### src/verilog/pin_mux_defines.svh
// Register map, field positions, reset values and codes of the pin mux.
`ifndef PIN_MUX_DEFINES_SVH
`define PIN_MUX_DEFINES_SVH

// Register indexes; the byte address is four times the index.
`define IND_CTRL_IDX 16'h0462
`define CLK_CTRL_IDX 16'h0463
`define STRAP_IDX 16'h0467

// Reset values and writable-bit masks.
`define IND_CTRL_RST 16'h0000
`define CLK_CTRL_RST 16'h0001
`define IND_CTRL_MASK 16'h7777
`define CLK_CTRL_MASK 16'h00f7

// Field positions.
`define P0_SEL_LSB 0
`define P0_CLK_LSB 4
`define P1_SEL_LSB 8
`define P1_CLK_LSB 12
`define CO_SEL_LSB 0
`define CO_CLK_LSB 4

// Clock source codes and bus responses.
`define CLK_SEL_XTAL 4'h0
`define CLK_SEL_LINE 4'h1
`define RESP_OKAY 2'h0
`define RESP_SLVERR 2'h2

`endif

### src/verilog/pin_mux_pkg.sv
// Types shared by the pin mux modules.
package pin_mux_pkg;

  // Source codes of a pin selector.
  typedef enum logic [2:0] {
    SRC_IND = 3'h0,
    SRC_CLOCK = 3'h1,
    SRC_WAKE = 3'h2,
    SRC_UNDERVOLT = 3'h3,
    SRC_TS_TX = 3'h4,
    SRC_TS_RX = 3'h5,
    SRC_LOW = 3'h6,
    SRC_HIGH = 3'h7
  } pin_src_e;

  // Strap modes in register order, first field in bits 15:14.
  typedef struct packed {
    logic [1:0] autonomous;
    logic [1:0] addr_even;
    logic [1:0] addr_odd;
    logic [1:0] link_role;
    logic [1:0] rxd0;
    logic [1:0] rxd1;
    logic [1:0] rxd2;
    logic [1:0] rxd3;
  } strap_modes_s;

  // Shared sources that any pin may select.
  typedef struct packed {
    logic wake_event;
    logic undervoltage_flag;
    logic ts_transmit;
    logic ts_receive;
    logic crystal_input_clock;
    logic transmit_line_clock;
  } src_events_s;

endpackage

### src/verilog/aux_pin_mux.sv
// Pin mux top: register slave, strap capture and registered pin outputs.
`timescale 1ns/100ps
`include "pin_mux_defines.svh"
module aux_pin_mux
#(
  parameter int ADDR_W = 16
)
(
  input wire logic sys_clk,
  input wire logic rst,
  input wire logic [ADDR_W-1:0] awaddr,
  input wire logic awvalid,
  output logic awready,
  input wire logic [31:0] wdata,
  input wire logic [3:0] wstrb,
  input wire logic wvalid,
  output logic wready,
  output logic [1:0] bresp,
  output logic bvalid,
  input wire logic bready,
  input wire logic [ADDR_W-1:0] araddr,
  input wire logic arvalid,
  output logic arready,
  output logic [31:0] rdata,
  output logic [1:0] rresp,
  output logic rvalid,
  input wire logic rready,
  input wire logic [2:0] indicator_src,
  input wire pin_mux_pkg::src_events_s events,
  input wire pin_mux_pkg::strap_modes_s strap_pins,
  output logic indicator_pin_zero,
  output logic indicator_pin_one,
  output logic clock_output_pin,
  output logic autonomous_enable,
  output logic [3:0] management_address_bits,
  output logic master_role,
  output logic [2:0] interface_select_bits,
  output logic [2:0] test_bits
);

  localparam int IW = ADDR_W - 2;
  localparam logic [IW-1:0] IND_IDX = IW'(`IND_CTRL_IDX);
  localparam logic [IW-1:0] CLK_IDX = IW'(`CLK_CTRL_IDX);
  localparam logic [IW-1:0] STRAP_IDX = IW'(`STRAP_IDX);

  logic [15:0] ind_ctrl_r, clk_ctrl_r;
  pin_mux_pkg::strap_modes_s strap_r;
  logic captured_r;
  logic aw_held_r, w_held_r;
  logic [IW-1:0] aw_idx_r;
  logic [15:0] w_data_r;
  logic [1:0] w_strb_r;
  logic awready_r, wready_r, bvalid_r, arready_r, rvalid_r;
  logic [1:0] bresp_r, rresp_r;
  logic [31:0] rdata_r;
  logic [2:0] pin_r, pin_w;
  logic autonomous_r, master_r;
  logic [3:0] addr_bits_r;
  logic [2:0] if_bits_r, test_r;

  // Write channel flow; address and data may arrive in either order.
  logic aw_hs, w_hs, do_wr;
  logic aw_held_nxt, w_held_nxt, bvalid_nxt;
  assign aw_hs = awvalid && awready_r;
  assign w_hs = wvalid && wready_r;
  assign do_wr = aw_held_r && w_held_r && !bvalid_r;
  assign aw_held_nxt = (aw_held_r || aw_hs) && !do_wr;
  assign w_held_nxt = (w_held_r || w_hs) && !do_wr;
  assign bvalid_nxt = do_wr || (bvalid_r && !bready);

  // Write decode; the strap word answers OKAY but stores nothing.
  logic wr_ind, wr_clk, wr_hit;
  logic [15:0] wmask, ind_ctrl_nxt, clk_ctrl_nxt;
  assign wr_ind = aw_idx_r == IND_IDX;
  assign wr_clk = aw_idx_r == CLK_IDX;
  assign wr_hit = wr_ind || wr_clk || (aw_idx_r == STRAP_IDX);
  assign wmask = {{8{w_strb_r[1]}}, {8{w_strb_r[0]}}};
  assign ind_ctrl_nxt = ((ind_ctrl_r & ~wmask) | (w_data_r & wmask)) &
                        `IND_CTRL_MASK;
  assign clk_ctrl_nxt = ((clk_ctrl_r & ~wmask) | (w_data_r & wmask)) &
                        `CLK_CTRL_MASK;

  // Write address and data holding stage.
  always_ff @(posedge sys_clk)
  begin
    if (rst)
    begin
      aw_held_r <= 1'b0;
      w_held_r <= 1'b0;
      aw_idx_r <= '0;
      w_data_r <= 16'h0000;
      w_strb_r <= 2'h0;
    end
    else
    begin
      aw_held_r <= aw_held_nxt;
      w_held_r <= w_held_nxt;
      if (aw_hs)
        aw_idx_r <= awaddr[ADDR_W-1:2];
      if (w_hs)
      begin
        w_data_r <= wdata[15:0];
        w_strb_r <= wstrb[1:0];
      end
    end
  end

  // Ready is withheld while a word is parked or the answer is pending.
  always_ff @(posedge sys_clk)
  begin
    if (rst)
    begin
      awready_r <= 1'b0;
      wready_r <= 1'b0;
      bvalid_r <= 1'b0;
      bresp_r <= `RESP_OKAY;
    end
    else
    begin
      awready_r <= !aw_held_nxt && !bvalid_nxt;
      wready_r <= !w_held_nxt && !bvalid_nxt;
      bvalid_r <= bvalid_nxt;
      if (do_wr)
        bresp_r <= wr_hit ? `RESP_OKAY : `RESP_SLVERR;
    end
  end

  // Control registers; the reset values pick indicator and clock sources.
  always_ff @(posedge sys_clk)
  begin
    if (rst)
    begin
      ind_ctrl_r <= `IND_CTRL_RST;
      clk_ctrl_r <= `CLK_CTRL_RST;
    end
    else if (do_wr && wr_ind)
      ind_ctrl_r <= ind_ctrl_nxt;
    else if (do_wr && wr_clk)
      clk_ctrl_r <= clk_ctrl_nxt;
  end

  // Read decode; an unmapped word reads zero with SLVERR.
  logic ar_hs, rvalid_nxt, rd_hit;
  logic [IW-1:0] rd_idx;
  logic [15:0] rd_word;
  assign ar_hs = arvalid && arready_r;
  assign rvalid_nxt = ar_hs || (rvalid_r && !rready);
  assign rd_idx = araddr[ADDR_W-1:2];
  assign rd_hit = (rd_idx == IND_IDX) || (rd_idx == CLK_IDX) ||
                  (rd_idx == STRAP_IDX);
  assign rd_word = (rd_idx == IND_IDX) ? ind_ctrl_r :
                   (rd_idx == CLK_IDX) ? clk_ctrl_r :
                   (rd_idx == STRAP_IDX) ? strap_r : 16'h0000;

  // Read channel; one read in flight, data held until taken.
  always_ff @(posedge sys_clk)
  begin
    if (rst)
    begin
      arready_r <= 1'b0;
      rvalid_r <= 1'b0;
      rdata_r <= 32'h0000_0000;
      rresp_r <= `RESP_OKAY;
    end
    else
    begin
      arready_r <= !rvalid_nxt;
      rvalid_r <= rvalid_nxt;
      if (ar_hs)
      begin
        rdata_r <= {16'h0000, rd_word};
        rresp_r <= rd_hit ? `RESP_OKAY : `RESP_SLVERR;
      end
    end
  end

  // Straps are caught at the first edge after reset and then frozen, so a
  // pin later reused as an output cannot disturb the configuration.
  always_ff @(posedge sys_clk)
  begin
    if (rst)
    begin
      captured_r <= 1'b0;
      strap_r <= '0;
      autonomous_r <= 1'b0;
      master_r <= 1'b0;
      addr_bits_r <= 4'h0;
      if_bits_r <= 3'h0;
      test_r <= 3'h0;
    end
    else if (!captured_r)
    begin
      captured_r <= 1'b1;
      strap_r <= strap_pins;
      autonomous_r <= strap_pins.autonomous == 2'h0;
      master_r <= strap_pins.link_role == 2'h3;
      // Mode index m gives the pair {m[1], m[1] ^ m[0]}: 00, 01, 11, 10.
      addr_bits_r <= {^strap_pins.addr_odd, ^strap_pins.addr_even,
                      strap_pins.addr_odd[1],
                      strap_pins.addr_even[1]};
      if_bits_r <= {strap_pins.rxd2[1], strap_pins.rxd1[1],
                    strap_pins.rxd0[1]};
      test_r <= {^strap_pins.rxd2, ^strap_pins.rxd1,
                 ^strap_pins.rxd0};
    end
  end

  // Per-pin selector fields; pin 2 is the clock-out pin.
  logic [2:0] src_sel_w [3];
  logic [3:0] clk_sel_w [3];
  assign src_sel_w[0] = ind_ctrl_r[`P0_SEL_LSB +: 3];
  assign src_sel_w[1] = ind_ctrl_r[`P1_SEL_LSB +: 3];
  assign src_sel_w[2] = clk_ctrl_r[`CO_SEL_LSB +: 3];
  assign clk_sel_w[0] = {1'b0, ind_ctrl_r[`P0_CLK_LSB +: 3]};
  assign clk_sel_w[1] = {1'b0, ind_ctrl_r[`P1_CLK_LSB +: 3]};
  assign clk_sel_w[2] = clk_ctrl_r[`CO_CLK_LSB +: 4];

  // One selector per pin; code zero picks that pin's own indicator.
  genvar g;
  generate
    for (g = 0; g < 3; g++)
    begin : g_pin
      pin_source_mux pin_source_mux_i (
        .src_sel(src_sel_w[g]),
        .clk_sel(clk_sel_w[g]),
        .own_indicator(indicator_src[g]),
        .events(events),
        .pin_level(pin_w[g])
      );
    end
  endgenerate

  // Pins are retimed; a selected clock is therefore sampled at sys_clk.
  always_ff @(posedge sys_clk)
  begin
    if (rst)
      pin_r <= 3'h0;
    else
      pin_r <= pin_w;
  end

  // Port assignments, all from flip-flops.
  assign awready = awready_r;
  assign wready = wready_r;
  assign bvalid = bvalid_r;
  assign bresp = bresp_r;
  assign arready = arready_r;
  assign rvalid = rvalid_r;
  assign rdata = rdata_r;
  assign rresp = rresp_r;
  assign indicator_pin_zero = pin_r[0];
  assign indicator_pin_one = pin_r[1];
  assign clock_output_pin = pin_r[2];
  assign autonomous_enable = autonomous_r;
  assign master_role = master_r;
  assign management_address_bits = addr_bits_r;
  assign interface_select_bits = if_bits_r;
  assign test_bits = test_r;
endmodule

### src/verilog/pin_source_mux.sv
// Source selector for one multipurpose pin.
`timescale 1ns/100ps
`include "pin_mux_defines.svh"
module pin_source_mux
(
  input wire logic [2:0] src_sel,
  input wire logic [3:0] clk_sel,
  input wire logic own_indicator,
  input wire pin_mux_pkg::src_events_s events,
  output logic pin_level
);

  logic clk_level;
  logic [7:0] choices;

  // Unlisted clock codes give a quiet low level rather than a guess.
  assign clk_level = (clk_sel == `CLK_SEL_XTAL) ?
                     events.crystal_input_clock :
                     (clk_sel == `CLK_SEL_LINE) ?
                     events.transmit_line_clock : 1'b0;

  // Candidates in code order, index 0 is the pin's own indicator.
  assign choices = {1'b1, 1'b0, events.ts_receive, events.ts_transmit,
                    events.undervoltage_flag, events.wake_event,
                    clk_level, own_indicator};
  assign pin_level = choices[src_sel];

endmodule

### config.mk
export PLATFORM = sky130hd
export DESIGN_NAME = aux_pin_mux
export DESIGN_NICKNAME = d
export VERILOG_FILES = /design/src/verilog/pin_mux_pkg.sv /design/src/verilog/aux_pin_mux.sv /design/src/verilog/pin_source_mux.sv
export VERILOG_INCLUDE_DIRS = /design/src /design/src/verilog
export SDC_FILE = /design/constraint.sdc
export NUM_CORES = 1
export LEC_CHECK = 0
export BUFFER_PORTS_ARGS = -buffer_cell sky130_fd_sc_hd__buf_2
export CAP_MARGIN = 20
export CORE_MARGIN = 2
export CORE_UTILIZATION = 35
export CTS_CLUSTER_SIZE = 20
export DETAILED_ROUTE_END_ITERATION = 6
export HOLD_SLACK_MARGIN = 0.06
export MAX_ROUTING_LAYER = met4
export PLACE_DENSITY = 0.65
export SLEW_MARGIN = 20
export SYNTH_ARGS = -nofsm -noshare
export SYNTH_HDL_FRONTEND = slang
export SYNTH_HIERARCHICAL = 1
export SYNTH_SLANG_ARGS = --single-unit
### constraint.sdc
create_clock -name sys_clk -period 2.9 [get_ports sys_clk]
set_input_delay 0.435 -clock sys_clk [delete_from_list [all_inputs] [get_ports sys_clk]]
set_output_delay 0.435 -clock sys_clk [all_outputs]
set_load 0.005 [all_outputs]
==> flow_metrics.py <==
metrics = {
    "pwr": {
        "clkPwrFrac": 0.411,
        "p_sw_frac": 0.244,
        "peakVddDrop_mv": 0.241,
        "combPwrFrac": 0.090,
        "internal_power_mw": 2.22,
        "power.switching_uw": 715,
        "p_leak_nw": 2.13,
        "totalPowerFinal_mw": 2.94,
        "power_density_nw_per_um2": 574,
        "seqPwrFrac": 0.500,
    },
    "synth": {
        "syn_avg_cell_area_sq_um": 8.31,
        "yosysSeqAreaShare": 0.471,
        "ys_async_sr_fraction": 0,
        "yosysWarnings": 6,
        "synth_cell_types": 39,
        "ys_ff_latch": 100,
        "syn-instance-count": 511,
        "synth_enable_flop_cells": 0,
        "synthFlopType": "dfxtp_1",
        "syn_area_sq_um": 4250,
    },
    "setup_path": {
        "worstSetupPathType": "reg2reg",
        "ff2ff_setup_slack_ns": 0.74,
        "cp_max_fo": 19,
        "startpoint_type": "flip-flop",
        "endpoint_kind": "flip-flop",
        "crit_required_ns": 3.11,
        "critPathArrivalTime_ns": 2.37,
    },
    "timing": {
        "min_period_ns": 2.16,
        "setup_violations": 0,
        "fin_tns_setup_ns": 0,
        "relSlewSlack": 0.450,
        "rsz0062_at_grt": "false",
        "setup_ws_ns": 0.741,
        "skew_ns": 0.00712,
        "period_share": 0.744,
        "tightest_slew_ns": 0.825,
        "finalHoldViolations": 0,
        "worst_hold_slack_ns": 0.326,
        "drv_slew": 0,
        "max_freq_mhz": 463,
    },
    "cells_and_area": {
        "diodes": 0,
        "fin_util": 0.429,
        "final_cells": 759,
        "fin_nets": 707,
        "final_common_cell": "buf_2",
        "final_cell_area_sq_um": 5110,
        "syn2layout_area_growth_pct": 20.4,
        "drive_above_1_share": 0.230,
        "fillers": 1251,
        "layout_common_cells": "buf_2, dfxtp_1, nand2_1",
    },
    "placed_design": {
        "pre_cts_slack_ns": 0.748,
        "gp_congestion": 0.857,
        "dpl.hpwl_um": 7940,
        "dpl_cell_area_sq_um": 4810,
        "post-place-cells": 743,
        "numPortBuffers": 112,
    },
    "detailed_routing": {
        "drc_errors": 0,
        "dr.pass1.iters": 4,
        "ant_nets": 0,
        "post_drt_wl_per_cell_um": 13.8,
        "drt_iter0_markers": 208,
        "num_vias": 3808,
        "wirelength_um": 10500,
        "via_per_inst": 5.02,
    },
    "global_route": {
        "antenna_found_initial": 0,
        "grt_pass1_vias": 3528,
        "grt_max_degree": 31,
        "overflow": 0,
        "grtUsageTotal": 0.165,
        "grt_first_pass_wirelength_um": 16700,
    },
    "clocking": {
        "cts_resized": 0,
        "cts_max_level": 3,
        "hold_buffers": 0,
        "cts_setup_buffers": 0,
        "cts.sinks": 100,
        "cts_root_buffer": "clkbuf_16",
        "clock_latency_ns": 0.34,
        "cts-buffers-inserted": 9,
        "clock_path_buffers": 2,
        "cts_tree": "yes",
        "clk_pin_slew_worst_paths_ns": 0.07,
    },
    "floorplanning": {
        "dieArea_sq_um": 13000,
        "num_rows": 40,
        "start_util": 0.357,
        "coreArea_sq_um": 11900,
        "die_x_um": 114,
        "io_pins": 156,
        "dieHeight_um": 114,
    },
    "hold_path": {
        "hold_path.class": "in2reg",
    },
    "flow_run": {
        "max-cap-violations": 0,
    },
    "outcome": {
        "outcome": "completed",
    },
}
==> final timing paths <==
| check | startpoint | endpoint | cells past startpoint |
|---|---|---|---|
| hold / removal | awaddr[5] | aw_idx_r[3] | 3 |
| setup / recovery | aw_idx_r[6] | flip-flop | 4 |
| setup reg to reg | aw_idx_r[6] | flip-flop | 4 |
| hold reg to reg | aw_idx_r[10] | aw_idx_r[10] | 2 |
==> logic make-up (layout without fill, tap and decap cells) <==
family	Yosys count	in the layout	share of synthesized area
simple gates	210	210	0.240
compound gates	117	117	0.154
flops	100	100	0.471
buf+inv	56	138	0.0719
mux	22	22	0.0521
xor+xnor	5	5	0.0103
other cells	1	20	0.000883
==> cell usage after synthesis (all sizes together) (6+ instances only) <==
cell,number,share of area
a21oi,58,0.068
nand3,27,0.033
buf,30,0.049
o31ai,6,0.011
clkbuf,21,0.019
nor2b,8,0.012
o21ai,38,0.045
a221oi,6,0.012
nor2,50,0.044
mux2i,21,0.049
nor3,10,0.016
dfxtp,100,0.47
nand2,86,0.076
==> final cells by class <==
| type | count | area (sq um) | share of cell area |
|---|---|---|---|
| clock buffers | 9 | 225 | 0.0440 |
| well taps | 147 | 184 | 0.0360 |
| multi-input cells | 374 | 2010 | 0.393 |
| inverters | 5 | 18.8 | 0.00367 |
| clock inverters | 7 | 73.8 | 0.0144 |
| flip-flops and latches | 100 | 2000 | 0.391 |
| repair buffers | 117 | 598 | 0.117 |
==> worst max-delay path: stages (launching register included) <==
cell	delay, ns
dfxtp_1	0.33
nor4bb_1	0.55
nand4_1	0.65
o21ai_0	0.39
a21oi_1	0.11
==> metal layers <==
layer | track usage | wire length [um]
met1 | 0.203 | 4650
met2 | 0.274 | 5040
met3 | 0.0365 | 686
met4 | 0.0496 | 114
met5 | - | 0
==> power by group through the flow <==
stage / Sequential (mW) / Clock, mW / Combinational, mW
5_1_grt: 1.47 / 1.29 / 0.298
3_5_place_dp: 1.50 / 0 / 0.265
2_1_floorplan: 1.49 / 0 / 0.176
6_report: 1.47 / 1.21 / 0.264
3_3_place_gp: 1.50 / 0 / 0.259
4_1_cts: 1.47 / 1.23 / 0.266
Power figures use the tool's default switching activity.
